$ cat src/stop_reaction_pkg.sv
// Purpose: Constants for the drive stop reaction selector
// Assumes: Object dictionary access through a simple index port
// Notes:   Option codes are signed 16-bit values
package stop_reaction_pkg;

    // ------------------------------------------------------------
    // Register indices
    // ------------------------------------------------------------
    localparam logic [15:0] IDX_QUICK_STOP = 16'h605a;
    localparam logic [15:0] IDX_SHUTDOWN   = 16'h605b;
    localparam logic [15:0] IDX_DISABLE    = 16'h605c;
    localparam logic [15:0] IDX_HALT       = 16'h605d;
    localparam logic [15:0] IDX_FAULT      = 16'h605e;

    // ------------------------------------------------------------
    // Reset values
    // ------------------------------------------------------------
    localparam logic [15:0] RST_QUICK_STOP = 16'h0002;
    localparam logic [15:0] RST_SHUTDOWN   = 16'h0001;
    localparam logic [15:0] RST_DISABLE    = 16'h0001;
    localparam logic [15:0] RST_HALT       = 16'h0001;
    localparam logic [15:0] RST_FAULT      = 16'h0002;

    // ------------------------------------------------------------
    // Option codes
    // ------------------------------------------------------------
    localparam logic signed [15:0] OPT_0 = 16'sh0000;
    localparam logic signed [15:0] OPT_1 = 16'sh0001;
    localparam logic signed [15:0] OPT_2 = 16'sh0002;
    localparam logic signed [15:0] OPT_5 = 16'sh0005;
    localparam logic signed [15:0] OPT_6 = 16'sh0006;

    // Control word halt bit
    localparam int HALT_BIT = 8;

    // ------------------------------------------------------------
    // Stop actions and follow-up states
    // ------------------------------------------------------------
    typedef enum logic [2:0] {
        ACT_NONE      = 3'h0,
        ACT_COAST     = 3'h1,
        ACT_SLOW_RAMP = 3'h2,
        ACT_QS_RAMP   = 3'h3,
        ACT_IMMEDIATE = 3'h4
    } action_t;

    typedef enum logic [1:0] {
        NEXT_HOLD     = 2'h0,
        NEXT_SOD      = 2'h1,
        NEXT_QS_ACT   = 2'h2,
        NEXT_OP_EN    = 2'h3
    } follow_t;

    typedef enum logic [3:0] {
        ST_IDLE    = 4'b0001,
        ST_BRAKING = 4'b0010,
        ST_QS_HOLD = 4'b0100,
        ST_DONE    = 4'b1000
    } state_t;

endpackage : stop_reaction_pkg

$ cat src/drive_stop_reaction_select.sv
// Purpose: Selects stop action and following state for drive events
// Assumes: Ramp generators report braking completion via brake_done
// Notes:   Reserved codes fall back to coasting, the safest reaction; reserved quick stop codes stop immediately
`timescale 1ns/1ns
`default_nettype none

module drive_stop_reaction_select #(
    parameter int DATA_W = 16
) (
    input  wire logic                             clk,
    input  wire logic                             rst,
    input  wire logic                             clk_en,
    input  wire logic                             obj_wr,
    input  wire logic                             obj_rd,
    input  wire logic [15:0]                      obj_index,
    input  wire logic [DATA_W-1:0]                obj_wdata,
    output var  logic [DATA_W-1:0]                obj_rdata,
    output var  logic                             obj_ack,
    output var  logic                             obj_err,
    input  wire logic [15:0]                      control_word,
    input  wire logic                             quick_stop_req,
    input  wire logic                             shutdown_req,
    input  wire logic                             disable_req,
    input  wire logic                             fault_req,
    input  wire logic                             resume_req,
    input  wire logic                             brake_done,
    output var  stop_reaction_pkg::action_t       stop_action,
    output var  stop_reaction_pkg::follow_t       next_power_state,
    output var  logic                             drive_energized,
    output var  logic                             halt_active
);

    // ------------------------------------------------------------
    // Parameter checks
    // ------------------------------------------------------------
    // Option words and decode are fixed at one 16-bit word
    if (DATA_W != 16)
    begin : g_width_check
        $error("DATA_W must be 16");
    end

    if (stop_reaction_pkg::HALT_BIT > 15)
    begin : g_halt_bit_check
        $error("HALT_BIT must lie inside the control word");
    end

    // ------------------------------------------------------------
    // Option registers
    // ------------------------------------------------------------
    logic signed [15:0] quick_stop_reaction;
    logic signed [15:0] shutdown_reaction;
    logic signed [15:0] disable_reaction;
    logic signed [15:0] halt_reaction;
    logic signed [15:0] fault_reaction;

    wire hit_qs  = obj_index == stop_reaction_pkg::IDX_QUICK_STOP;
    wire hit_sd  = obj_index == stop_reaction_pkg::IDX_SHUTDOWN;
    wire hit_dis = obj_index == stop_reaction_pkg::IDX_DISABLE;
    wire hit_hlt = obj_index == stop_reaction_pkg::IDX_HALT;
    wire hit_flt = obj_index == stop_reaction_pkg::IDX_FAULT;
    wire hit_any = hit_qs | hit_sd | hit_dis | hit_hlt | hit_flt;
    wire obj_req = obj_wr | obj_rd;

    wire [15:0] next_rdata = hit_qs  ? quick_stop_reaction :
                             hit_sd  ? shutdown_reaction :
                             hit_dis ? disable_reaction :
                             hit_hlt ? halt_reaction :
                             hit_flt ? fault_reaction : 16'h0000;

    always_ff @(posedge clk or posedge rst)
    begin
        if (rst)
        begin
            quick_stop_reaction <= stop_reaction_pkg::RST_QUICK_STOP;
            shutdown_reaction   <= stop_reaction_pkg::RST_SHUTDOWN;
            disable_reaction    <= stop_reaction_pkg::RST_DISABLE;
            halt_reaction       <= stop_reaction_pkg::RST_HALT;
            fault_reaction      <= stop_reaction_pkg::RST_FAULT;
        end
        else if (clk_en && obj_wr)
        begin
            if (hit_qs)
                quick_stop_reaction <= obj_wdata;
            if (hit_sd)
                shutdown_reaction <= obj_wdata;
            if (hit_dis)
                disable_reaction <= obj_wdata;
            if (hit_hlt)
                halt_reaction <= obj_wdata;
            if (hit_flt)
                fault_reaction <= obj_wdata;
        end
    end

    // Answer stands one cycle; an unmapped index is refused
    always_ff @(posedge clk or posedge rst)
    begin
        if (rst)
        begin
            obj_rdata <= 16'h0000;
            obj_ack   <= 1'b0;
            obj_err   <= 1'b0;
        end
        else if (clk_en)
        begin
            obj_ack   <= obj_req & hit_any;
            obj_err   <= obj_req & ~hit_any;
            obj_rdata <= (obj_rd & hit_any) ? next_rdata : 16'h0000;
        end
    end

    // ------------------------------------------------------------
    // Code decoding
    // ------------------------------------------------------------
    // Reserved codes coast: the least energetic reaction is safest
    function automatic stop_reaction_pkg::action_t ramp_code(
        input logic signed [15:0] code
    );
        case (code)
            stop_reaction_pkg::OPT_0: ramp_code = stop_reaction_pkg::ACT_COAST;
            stop_reaction_pkg::OPT_1: ramp_code = stop_reaction_pkg::ACT_SLOW_RAMP;
            stop_reaction_pkg::OPT_2: ramp_code = stop_reaction_pkg::ACT_QS_RAMP;
            default:                  ramp_code = stop_reaction_pkg::ACT_COAST;
        endcase
    endfunction : ramp_code

    // Halt codes 0 and below are reserved
    wire stop_reaction_pkg::action_t halt_act =
        (halt_reaction == stop_reaction_pkg::OPT_0)
            ? stop_reaction_pkg::ACT_COAST
            : ramp_code(halt_reaction);

    wire stop_reaction_pkg::action_t fault_act =
        ramp_code(fault_reaction);

    // Shutdown/disable code 2 reserved, so mask it off
    wire signed [15:0] sd_code  = (shutdown_reaction == stop_reaction_pkg::OPT_2)
                                  ? 16'shffff : shutdown_reaction;
    wire signed [15:0] dis_code = (disable_reaction == stop_reaction_pkg::OPT_2)
                                  ? 16'shffff : disable_reaction;

    logic                       qs_hold_mode;
    stop_reaction_pkg::action_t qs_act;
    always_comb
    begin
        qs_hold_mode = 1'b0;
        case (quick_stop_reaction)
            stop_reaction_pkg::OPT_0: qs_act = stop_reaction_pkg::ACT_IMMEDIATE;
            stop_reaction_pkg::OPT_1: qs_act = stop_reaction_pkg::ACT_SLOW_RAMP;
            stop_reaction_pkg::OPT_2: qs_act = stop_reaction_pkg::ACT_QS_RAMP;
            stop_reaction_pkg::OPT_5:
            begin
                qs_act       = stop_reaction_pkg::ACT_SLOW_RAMP;
                qs_hold_mode = 1'b1;
            end
            stop_reaction_pkg::OPT_6:
            begin
                qs_act       = stop_reaction_pkg::ACT_QS_RAMP;
                qs_hold_mode = 1'b1;
            end
            default:                  qs_act = stop_reaction_pkg::ACT_IMMEDIATE;
        endcase
    end

    // ------------------------------------------------------------
    // Event sequencing
    // ------------------------------------------------------------
    stop_reaction_pkg::state_t  state;
    stop_reaction_pkg::state_t  next_state;
    stop_reaction_pkg::action_t next_action;
    stop_reaction_pkg::follow_t next_follow;
    logic                       held_hold_mode;
    logic                       next_hold_mode;
    logic                       next_energized;
    logic                       halt_prev;

    // Edge detector idles low like the halt bit: no false edge
    wire halt_bit  = control_word[stop_reaction_pkg::HALT_BIT];
    wire halt_rise = halt_bit & ~halt_prev;

    // Taken in IDLE/DONE only; events while busy are refused
    wire event_req = fault_req | quick_stop_req | disable_req
                   | shutdown_req | halt_rise;

    always_comb
    begin
        next_state     = state;
        next_action    = stop_action;
        next_follow    = next_power_state;
        next_hold_mode = held_hold_mode;
        next_energized = drive_energized;
        case (state)
            stop_reaction_pkg::ST_IDLE, stop_reaction_pkg::ST_DONE:
            begin
                // Events start from an energized drive
                if (event_req)
                    next_energized = 1'b1;
                // Priority: fault, quick stop, disable, shutdown, halt
                if (fault_req)
                begin
                    next_action = fault_act;
                    next_follow = stop_reaction_pkg::NEXT_HOLD;
                    next_hold_mode = 1'b0;
                    next_state  = stop_reaction_pkg::ST_BRAKING;
                end
                else if (quick_stop_req)
                begin
                    next_action    = qs_act;
                    next_hold_mode = qs_hold_mode;
                    next_follow    = stop_reaction_pkg::NEXT_HOLD;
                    next_state     = stop_reaction_pkg::ST_BRAKING;
                end
                else if (disable_req || shutdown_req)
                begin
                    next_action = ramp_code(disable_req ? dis_code
                                                        : sd_code);
                    next_follow = stop_reaction_pkg::NEXT_HOLD;
                    next_hold_mode = 1'b0;
                    next_state  = stop_reaction_pkg::ST_BRAKING;
                end
                else if (halt_rise)
                begin
                    next_action = halt_act;
                    next_follow = stop_reaction_pkg::NEXT_HOLD;
                    next_hold_mode = 1'b1;
                    next_state  = stop_reaction_pkg::ST_BRAKING;
                end
            end
            stop_reaction_pkg::ST_BRAKING:
            begin
                if (next_action == stop_reaction_pkg::ACT_COAST)
                    next_energized = 1'b0;
                if (brake_done ||
                    stop_action == stop_reaction_pkg::ACT_IMMEDIATE ||
                    stop_action == stop_reaction_pkg::ACT_COAST)
                begin
                    if (held_hold_mode)
                    begin
                        next_follow = stop_reaction_pkg::NEXT_QS_ACT;
                        next_state  = stop_reaction_pkg::ST_QS_HOLD;
                    end
                    else
                    begin
                        next_follow    = stop_reaction_pkg::NEXT_SOD;
                        next_energized = 1'b0;
                        next_state     = stop_reaction_pkg::ST_DONE;
                    end
                end
            end
            stop_reaction_pkg::ST_QS_HOLD:
            begin
                if (resume_req)
                begin
                    next_follow = stop_reaction_pkg::NEXT_OP_EN;
                    next_action = stop_reaction_pkg::ACT_NONE;
                    next_state  = stop_reaction_pkg::ST_IDLE;
                    next_energized = 1'b1;
                end
            end
            default:
                next_state = stop_reaction_pkg::ST_IDLE;
        endcase
    end

    always_ff @(posedge clk or posedge rst)
    begin
        if (rst)
        begin
            state            <= stop_reaction_pkg::ST_IDLE;
            stop_action      <= stop_reaction_pkg::ACT_NONE;
            next_power_state <= stop_reaction_pkg::NEXT_HOLD;
            held_hold_mode   <= 1'b0;
            drive_energized  <= 1'b1;
            halt_prev        <= 1'b0;
            halt_active      <= 1'b0;
        end
        else if (clk_en)
        begin
            state            <= next_state;
            stop_action      <= next_action;
            next_power_state <= next_follow;
            held_hold_mode   <= next_hold_mode;
            drive_energized  <= next_energized;
            halt_prev        <= halt_bit;
            halt_active      <= halt_bit;
        end
    end

endmodule : drive_stop_reaction_select

`default_nettype wire

$ cat config.mk
export PLATFORM = sky130hd
export DESIGN_NAME = drive_stop_reaction_select
export DESIGN_NICKNAME = d
export VERILOG_FILES = /design/src/stop_reaction_pkg.sv /design/src/drive_stop_reaction_select.sv
export SDC_FILE = /design/constraint.sdc
export NUM_CORES = 1
export LEC_CHECK = 0
export ABC_AREA = 0
export BUFFER_PORTS_ARGS = -buffer_cell sky130_fd_sc_hd__buf_2
export CAP_MARGIN = 20
export CORE_MARGIN = 1
export CORE_UTILIZATION = 25
export DETAILED_ROUTE_END_ITERATION = 16
export GPL_ROUTABILITY_DRIVEN = 0
export PLACE_DENSITY_LB_ADDON = 0.12
export SETUP_SLACK_MARGIN = 0.3
export SYNTH_ARGS = -nofsm -noshare
export SYNTH_HDL_FRONTEND = slang
export SYNTH_SLANG_ARGS = --single-unit
$ cat constraint.sdc
create_clock -name clk -period 3.9 [get_ports clk]
set_input_delay 0.78 -clock clk [delete_from_list [all_inputs] [get_ports clk]]
set_output_delay 0.78 -clock clk [all_outputs]
set_load 0.005 [all_outputs]
# Word-level counts from Yosys, hierarchy flattened
# Index checks and enable logic that the tools add are counted.
# word_totals
register_bits	110
inputBits	59
out_inout_bits	25
elab_cells	125
# op_classes
n_eq_ne	27
mux	47
n_bitwise	15
reduce_logical	22
# op_table
operator	count
$mux 16	9
$eq 16x15->1 const B	5
$eq 16x1->1 const B	4
$eq 16x2->1 const B	4
$eq 16x3->1 const B	4
$mux 4	7
$mux 3	6
$logic_not 16->1	1
$mux 2	7
$pmux 2 s2	3
$pmux 3 s2	2
$pmux 4 s3	1
$reduce_and 4->1	3
$mux 1	10
$reduce_and 2->1	5
$or 1x1->1	9
$reduce_or 2->1	4
$ne 2x2->1 const B	3
$pmux 2 s3	1
$ne 5x5->1 const B	1
$reduce_and 5->1	1
$and 1x1->1	4
$eq 4x1->1 const B	1
$eq 4x2->1 const B	1
other kinds (12)	15

# Depth between registers and ports, before layout
# Gate-level depths: netlist of the first run.
# logic_depth
ltp_word	9
depth_mapped	7
ltp_nobuf	5

# Least setup slack after synthesis of the first run
# OpenSTA, ideal clock, no wires.
# synth_path
kind	in2reg
startpoint	input port obj_index[9]
endpoint	register halt_reaction[1]
setup_time_ps	125
t_arrival_ps	2803
t_required_ps	3775
path_slack_ps	972
cell_stages	7
n_path_buf	2
cell_sequence	or4_4 -> nor4_4 -> nand2_4 -> or3b_1 -> buf_2 -> buf_6 -> mux2_4
# synth_via
elab_chain_len	2
# synth_rtl
element	line_no	text
start: declaration	drive_stop_reaction_select.sv:15	input wire logic [15:0] obj_index,
$eq 16x15->1	drive_stop_reaction_select.sv:59	wire hit_hlt = obj_index == stop_reaction_pkg::IDX_HALT;
$reduce_and 2->1 (no line)	-	
end signal: assignment	drive_stop_reaction_select.sv:77	halt_reaction <= stop_reaction_pkg::RST_HALT;
end signal: assignment	drive_stop_reaction_select.sv:89	halt_reaction <= obj_wdata;
end: declaration	drive_stop_reaction_select.sv:53	logic signed [15:0] halt_reaction;
# No other way between the ends.
# A chain may end at the register's enable or synchronous reset.

# Worst setup path in the final report of the first run
# layout_path
startpoint	input port obj_index[9]
endpoint	register quick_stop_reaction[4]
# layout_via
elab_chain_len	2
# layout_rtl
element	line_no	text
$eq 16x15->1	drive_stop_reaction_select.sv:56	wire hit_qs = obj_index == stop_reaction_pkg::IDX_QUICK_STOP;
$reduce_and 2->1 (no line)	-	
end signal: assignment	drive_stop_reaction_select.sv:74	quick_stop_reaction <= stop_reaction_pkg::RST_QUICK_STOP;
end signal: assignment	drive_stop_reaction_select.sv:83	quick_stop_reaction <= obj_wdata;
end: declaration	drive_stop_reaction_select.sv:50	logic signed [15:0] quick_stop_reaction;
# No other way between the ends.

==> flow_summary.ini, run 1 <==
[run_status]
status = finished clean

[floorplan]
top_level_ports = 84
fp.dieW_um = 148.3
core_mm2 = 0.02102
die_h_um = 148.3
start_util_pct = 25.46
rows = 53
die-area_mm2 = 0.02199

[layout]
fin_util_pct = 30.07
antennaDiodeCount = 0
syn_to_final_growth_pct = 18.12
final_cells = 778
fin_nets = 557
drive_above_1_share_pct = 38.97
final_area_mm2 = 0.006321

[global_route]
use_met3_pct = 2.055
grt_pass1_wl_mm = 24.11
antenna_found_initial = 0
top_usage_layer = met2
grt_start_max_net_pins = 50
grt.overflow.total = 0
use_met1_pct = 19.56
grtUsageMet2_pct = 24.30
grt_usage_pct = 14.78
grt_pass1_vias = 3981

[worst_setup_path]
crit_buf_inv = 2
cpMaxStageDelayCell = or4_4
critPathKind = in2reg
crit_path_max_fanout = 12
cp_top_family = simple AND/OR/NAND/NOR gates
critPathMaxStageDelay_ns = 0.54
cp-end-kind = register
crit_required_ns = 4.14
arrival_ns = 3.29
start_kind = input pin
crit_chain = buf_2 -> or4_4 -> nor4_4 -> nand3b_2 -> nor3_4 -> buf_4 -> mux2_2

[clock_network]
cts_hold_buf = 0
cts_setup_buffers = 0
cts_sinks = 110
cts_root_buffer = clkbuf_16
ctsHtreeMaxLevel = 3
path_clk_slew_ns = 0.07
cts_buffers = 9
cts_buffer_depth = 2
cts-resized-gates = 0
worstSkewPairLatency_ns = 0.36
cts_tree = done

[placed_design]
hpwl_mm = 11.03
placed_area_mm2 = 0.006031
pre_cts_ws_ns = 0.4490
place_inst = 762
io_buffers = 68

[yosys]
synth_area_mm2 = 0.005351
avgSynthCellArea_um2 = 12.47
ys_async_sr_fraction_pct = 100.0
synth.yosys.warnings = 0
syn_nets = 488
yosysTopAreaCell = dfrtp_1
synth_edf_count = 0
yosysUniqueCellTypes = 54
yosys.area_share.simple_pct = 10.29
synthAdderAreaFrac_pct = 0
yosys.area_share.xor_xnor_pct = 0.8183
synthMuxAreaShare_pct = 24.15
ys_seq_elements = 110
synthCells = 429
synth-compound-area-share_pct = 10.85
synthFlopType = dfrtp_1
synth_area_leaders = dfrtp_1 (48%), mux2_2 (15%), mux2i_1 (6.0%)
seq_area_frac_synth_pct = 51.60
synth_top_family_by_area = multiplexers
synth_top_area_share_pct = 48.16

[job]
cap_violations = 0

[worst_hold_path]
hold_class = reg2reg

[route]
dr.pass1.iters = 4
viasPerCell = 4.816
vias = 3747
drc = 0
wl_per_cell_um = 19.56
drt-initial-drc-count = 190
drt_wl_total_mm = 15.22
antenna_left = 0

[power]
fin_total_pwr_mw = 2.495
ir_worst_vdd_mv = 0.1963
powerDensity_mw_per_mm2 = 394.8
total_leakage_power_nw = 3.044

[sta]
rsz0062_at_grt = false
min_period_over_period_pct = 78.16
worstMarginPinSlew_ns = 1.061
max_freq_mhz = 328.1
whs_ns = 0.5071
fin_ws_ns = 0.8518
finClkSkew_ns = 0.01140
period_needed_ns = 3.048
relSlewSlack_pct = 28.24
slew_violations = 0
tns_ns = 0
hold_violations = 0
setup_viol_count_final = 0
-- layer usage --
metal | vias up | part of all wire (%) | routed length [um]
met5 | - | 0 | 0
met4 | 0 | 2.0 | 311
met3 | 17 | 2.8 | 427
met2 | 71 | 48 | 7329
met1 | 1900 | 47 | 7150
li1 | 1759 | - | -
-- cells by family after synthesis --
| logic type | count (synthesis) |
|---|---|
| AO/OA/AOI/OAI | 83 |
| XOR/XNOR | 5 |
| buffers and inverters | 27 |
| flip-flops | 110 |
| multiplexers | 115 |
| AND/OR/NAND/NOR | 89 |
-- cell type report --
| cell class | instances | area [um2] |
|---|---|---|
| fillers | 2181 | 14700 |
| flip-flops and latches | 110 | 2761 |
| multi-input cells | 292 | 2467 |
| repair buffers | 78 | 427.9 |
| well taps | 275 | 344.1 |
| clock buffers | 10 | 229.0 |
| clock inverters | 6 | 61.31 |
| inverters | 7 | 30.03 |
-- where the power goes --
group	switching (mW)	leakage (nW)	internal, mW
Sequential	0.0479	1.50	1.19
Combinational	0.181	1.40	0.143
Clock	0.435	0.143	0.498
-- layout by cell type (no fill, tap or decap), types with 3 or more instances in the layout --
| master | Yosys | routed |
|---|---|---|
| inv_1 | 6 | 5 |
| nand4_1 | 7 | 7 |
| a22o_1 | 20 | 20 |
| mux2_4 | 10 | 10 |
| clkbuf_16 | 0 | 9 |
| o211ai_1 | 3 | 3 |
| buf_4 | 3 | 9 |
| nand2_1 | 4 | 4 |
| buf_2 | 2 | 68 |
| nor4_1 | 15 | 15 |
| o22ai_1 | 16 | 16 |
| nor2_1 | 26 | 26 |
| nor3_1 | 3 | 3 |
| dfrtp_1 | 103 | 103 |
| mux2_2 | 73 | 73 |
| nand3_1 | 6 | 6 |
| xnor2_1 | 4 | 4 |
| nor2b_1 | 4 | 4 |
| clkinv_2 | 0 | 3 |
| a21oi_1 | 19 | 19 |
| mux2i_1 | 32 | 32 |
| o21ai_0 | 9 | 9 |
| dfstp_2 | 7 | 7 |
| nand2b_1 | 5 | 5 |
-- state kept, by name, summed over array words and instances, names as in the netlist, 3 cells and up --
| register | cells |
|---|---|
| disable_reaction | 16 |
| fault_reaction | 16 |
| halt_reaction | 16 |
| obj_rdata | 16 |
| quick_stop_reaction | 16 |
| shutdown_reaction | 16 |
| state | 4 |
| stop_action | 3 |
-- cell usage after synthesis (4+ instances only) --
| cell | instances |
|---|---|
| a21oi_1 | 19 |
| a22o_1 | 20 |
| clkbuf_1 | 11 |
| dfrtp_1 | 103 |
| dfstp_2 | 7 |
| inv_1 | 6 |
| mux2_2 | 73 |
| mux2_4 | 10 |
| mux2i_1 | 32 |
| nand2_1 | 4 |
| nand2b_1 | 5 |
| nand3_1 | 6 |
| nand4_1 | 7 |
| nor2_1 | 26 |
| nor2b_1 | 4 |
| nor4_1 | 15 |
| o21ai_0 | 9 |
| o22ai_1 | 16 |
| xnor2_1 | 4 |
-- final timing paths --
| check | start | to | slack (ns) | cells past startpoint |
|---|---|---|---|---|
| setup / recovery | obj_index[9] | quick_stop_reaction[4] | 0.85 | 7 |
| hold / removal | next_power_state[0] | next_power_state[0] | 0.51 | 1 |
| setup reg to reg | state[3] | state[3] | 1.56 | 4 |
| hold reg to reg | next_power_state[0] | next_power_state[0] | 0.51 | 1 |
| max in group asynchronous | rst | fault_reaction[6] | 2.47 | 3 |
| min in group asynchronous | rst | obj_rdata[14] | 0.55 | 2 |
Power figures use the tool's default switching activity.
==> run 2, diff against run 1 <==
==> constraint.sdc (replaced) <==
create_clock -name clk -period 3.1 [get_ports clk]
set_input_delay 0.62 -clock clk [delete_from_list [all_inputs] [get_ports clk]]
set_output_delay 0.62 -clock clk [all_outputs]
set_load 0.005 [all_outputs]
==> run 2 against run 1 <==
  * Combinational power grew 26%
  * Clock power increased by 17%
  * Register-to-register slack worse by 0.80 ns
  * Clock-buffer cell count is 3 higher
  * Sequential share of layout area is 0.29 points lower
  * Non-clock buffer count rose by 5
  * Utilization is 0.20 points higher
  * First-iteration DRC count is 2.1% lower
  * Sequential cell count did not move
  * Cell count increased by 0.39%
  * Global-route usage about the same
  * Highest routed layer unchanged
==> flow_summary.ini, run 2 (synthesis results as in run 1) <==
[route]
viasPerCell = 4.789
dr.pass1.iters = 4
antenna_left = 0
drt_wl_total_mm = 15.36
vias = 3740
drt-initial-drc-count = 186
drc = 0
wl_per_cell_um = 19.67

[global_route]
grt_pass1_vias = 3998
grt.overflow.total = 0
antenna_found_initial = 0
grt_usage_pct = 14.77
grt_pass1_wl_mm = 24.03
grt_start_max_net_pins = 62

[sta]
finClkSkew_ns = 0.009393
max_freq_mhz = 376.8
min_period_over_period_pct = 85.61
slew_violations = 0
relSlewSlack_pct = 28.05
tns_ns = 0
hold_violations = 0
fin_ws_ns = 0.4461
rsz0062_at_grt = false
setup_viol_count_final = 0
worstMarginPinSlew_ns = 1.064
period_needed_ns = 2.654

[floorplan]
start_util_pct = 25.46
rows = 53
top_level_ports = 84
die-area_mm2 = 0.02199
die_h_um = 148.3
core_mm2 = 0.02102
fp.dieW_um = 148.3

[power]
total_leakage_power_nw = 3.059
p_comb_share_pct = 13.4
seqPwrFrac_pct = 51.0
p_sw_share_pct = 26.71
pwr-share-clk_pct = 35.6
ir_worst_vdd_mv = 0.2209
power.switching_uw = 815.7
p_int_mw = 2.239
powerDensity_mw_per_mm2 = 480.0

[clock_network]
path_clk_slew_ns = 0.07
cts_hold_buf = 0
ctsHtreeMaxLevel = 3
cts_buffer_depth = 2
cts_setup_buffers = 0
cts_buffers = 9
worstSkewPairLatency_ns = 0.36
cts_tree = done
cts-resized-gates = 0
cts_sinks = 110
cts_root_buffer = clkbuf_16

[worst_setup_path]
regToRegStartpoint = state[3]
reg2reg_to = state[3]
arrival_ns = 2.89
crit_path_max_fanout = 12
reg2reg_depth = 4
cp-end-kind = register
start_kind = input pin
critPathKind = in2reg
cpMaxStageDelayCell = or4_4
crit_chain = buf_2 -> or4_4 -> nor4_4 -> nand3b_2 -> nor3_4 -> buf_4 -> mux2_2
crit_required_ns = 3.34
reg2reg_slack_ns = 0.76
critPathMaxStageDelay_ns = 0.54

[run_status]
status = finished clean

[placed_design]
pre_cts_ws_ns = 0.05802
hpwl_mm = 11.08
placed_area_mm2 = 0.006106
io_buffers = 68

[layout]
drive_above_1_share_pct = 38.93
fin_nets = 562
syn_to_final_growth_pct = 18.92
fill_cells = 2164
final_area_mm2 = 0.006364
layout_common_cells = dfrtp_1 (103), mux2_2 (73), buf_2 (68)
layout_commonest_cell = dfrtp_1
antennaDiodeCount = 0

[worst_hold_path]
hold_class = in2async

[job]
cap_violations = 0
run 2: cell types whose count changed in the layout (fill, tap and decap cells not counted):
cell / previous run / this run
buf_12: 1 / 4
buf_4: 9 / 11
bufinv_16: 1 / 0
clkbuf_1: 1 / 3
clkbuf_8: 0 / 1
clkinv_2: 3 / 0
inv_6: 1 / 0
run 2: layer usage:
layer	up-vias	global-route usage (%)	wire (um)
li1	1773	-	-
met1	1883	19.66	7197
met2	72	24.25	7398
met3	12	2.239	544
met4	0	5.309	221
met5	-	0	0
run 2: how the worst max path moves through the flow:
| stage | slack [ns] | start | cells after the start | endpoint |
|---|---|---|---|---|
| global route | 0.33 | obj_index[9] | 7 | quick_stop_reaction[4] |
| global placement | 0.09 | obj_index[9] | 7 | quick_stop_reaction[4] |
| floorplan | 0.33 | obj_index[9] | 7 | halt_reaction[1] |
| detailed placement | 0.06 | obj_index[9] | 7 | quick_stop_reaction[4] |
| finish | 0.45 | obj_index[9] | 7 | quick_stop_reaction[4] |
| CTS | 0.43 | obj_index[9] | 7 | quick_stop_reaction[4] |
run 2: power groups by stage:
stage / logic, mW / clock network [mW] / registers (mW)
after global placement: 0.411 / 0 / 1.59
after detailed placement: 0.413 / 0 / 1.59
after global routing: 0.458 / 1.18 / 1.57
final: 0.408 / 1.09 / 1.56
after floorplan: 0.262 / 0 / 1.58
after CTS: 0.415 / 1.13 / 1.56
run 2: final cells by class:
type	count	area (um2)	area share [%]
Inverter	7	30.03	0.4719
Clock buffer	13	250.2	3.932
Timing Repair Buffer	83	503.0	7.904
Clock inverter	1	7.507	0.1180
Multi-Input combinational cell	292	2467	38.77
Sequential cell	110	2761	43.39
Tap cell	275	344.1	5.407
run 2: per-stage QoR:
stage / cells / hold slack [ns] / power [mW] / utilization [%]
floorplan: 429 / 0.4784 / 1.838 / -
global placement: 767 / 0.4724 / 1.996 / 29.05
detailed placement: 767 / 0.4825 / 2.002 / 29.05
CTS: 781 / 0.3884 / 3.102 / 30.27
global route: 781 / 0.4320 / 3.212 / 30.27
finish: 781 / 0.3670 / 3.054 / 30.27
run 2: worst max-delay path, delay by kind of cell:
| kind | cells | cell delay [ns] |
|---|---|---|
| mux | 1 | 0.36 |
| buf+inv | 2 | 0.37 |
| simple gates | 4 | 1.54 |
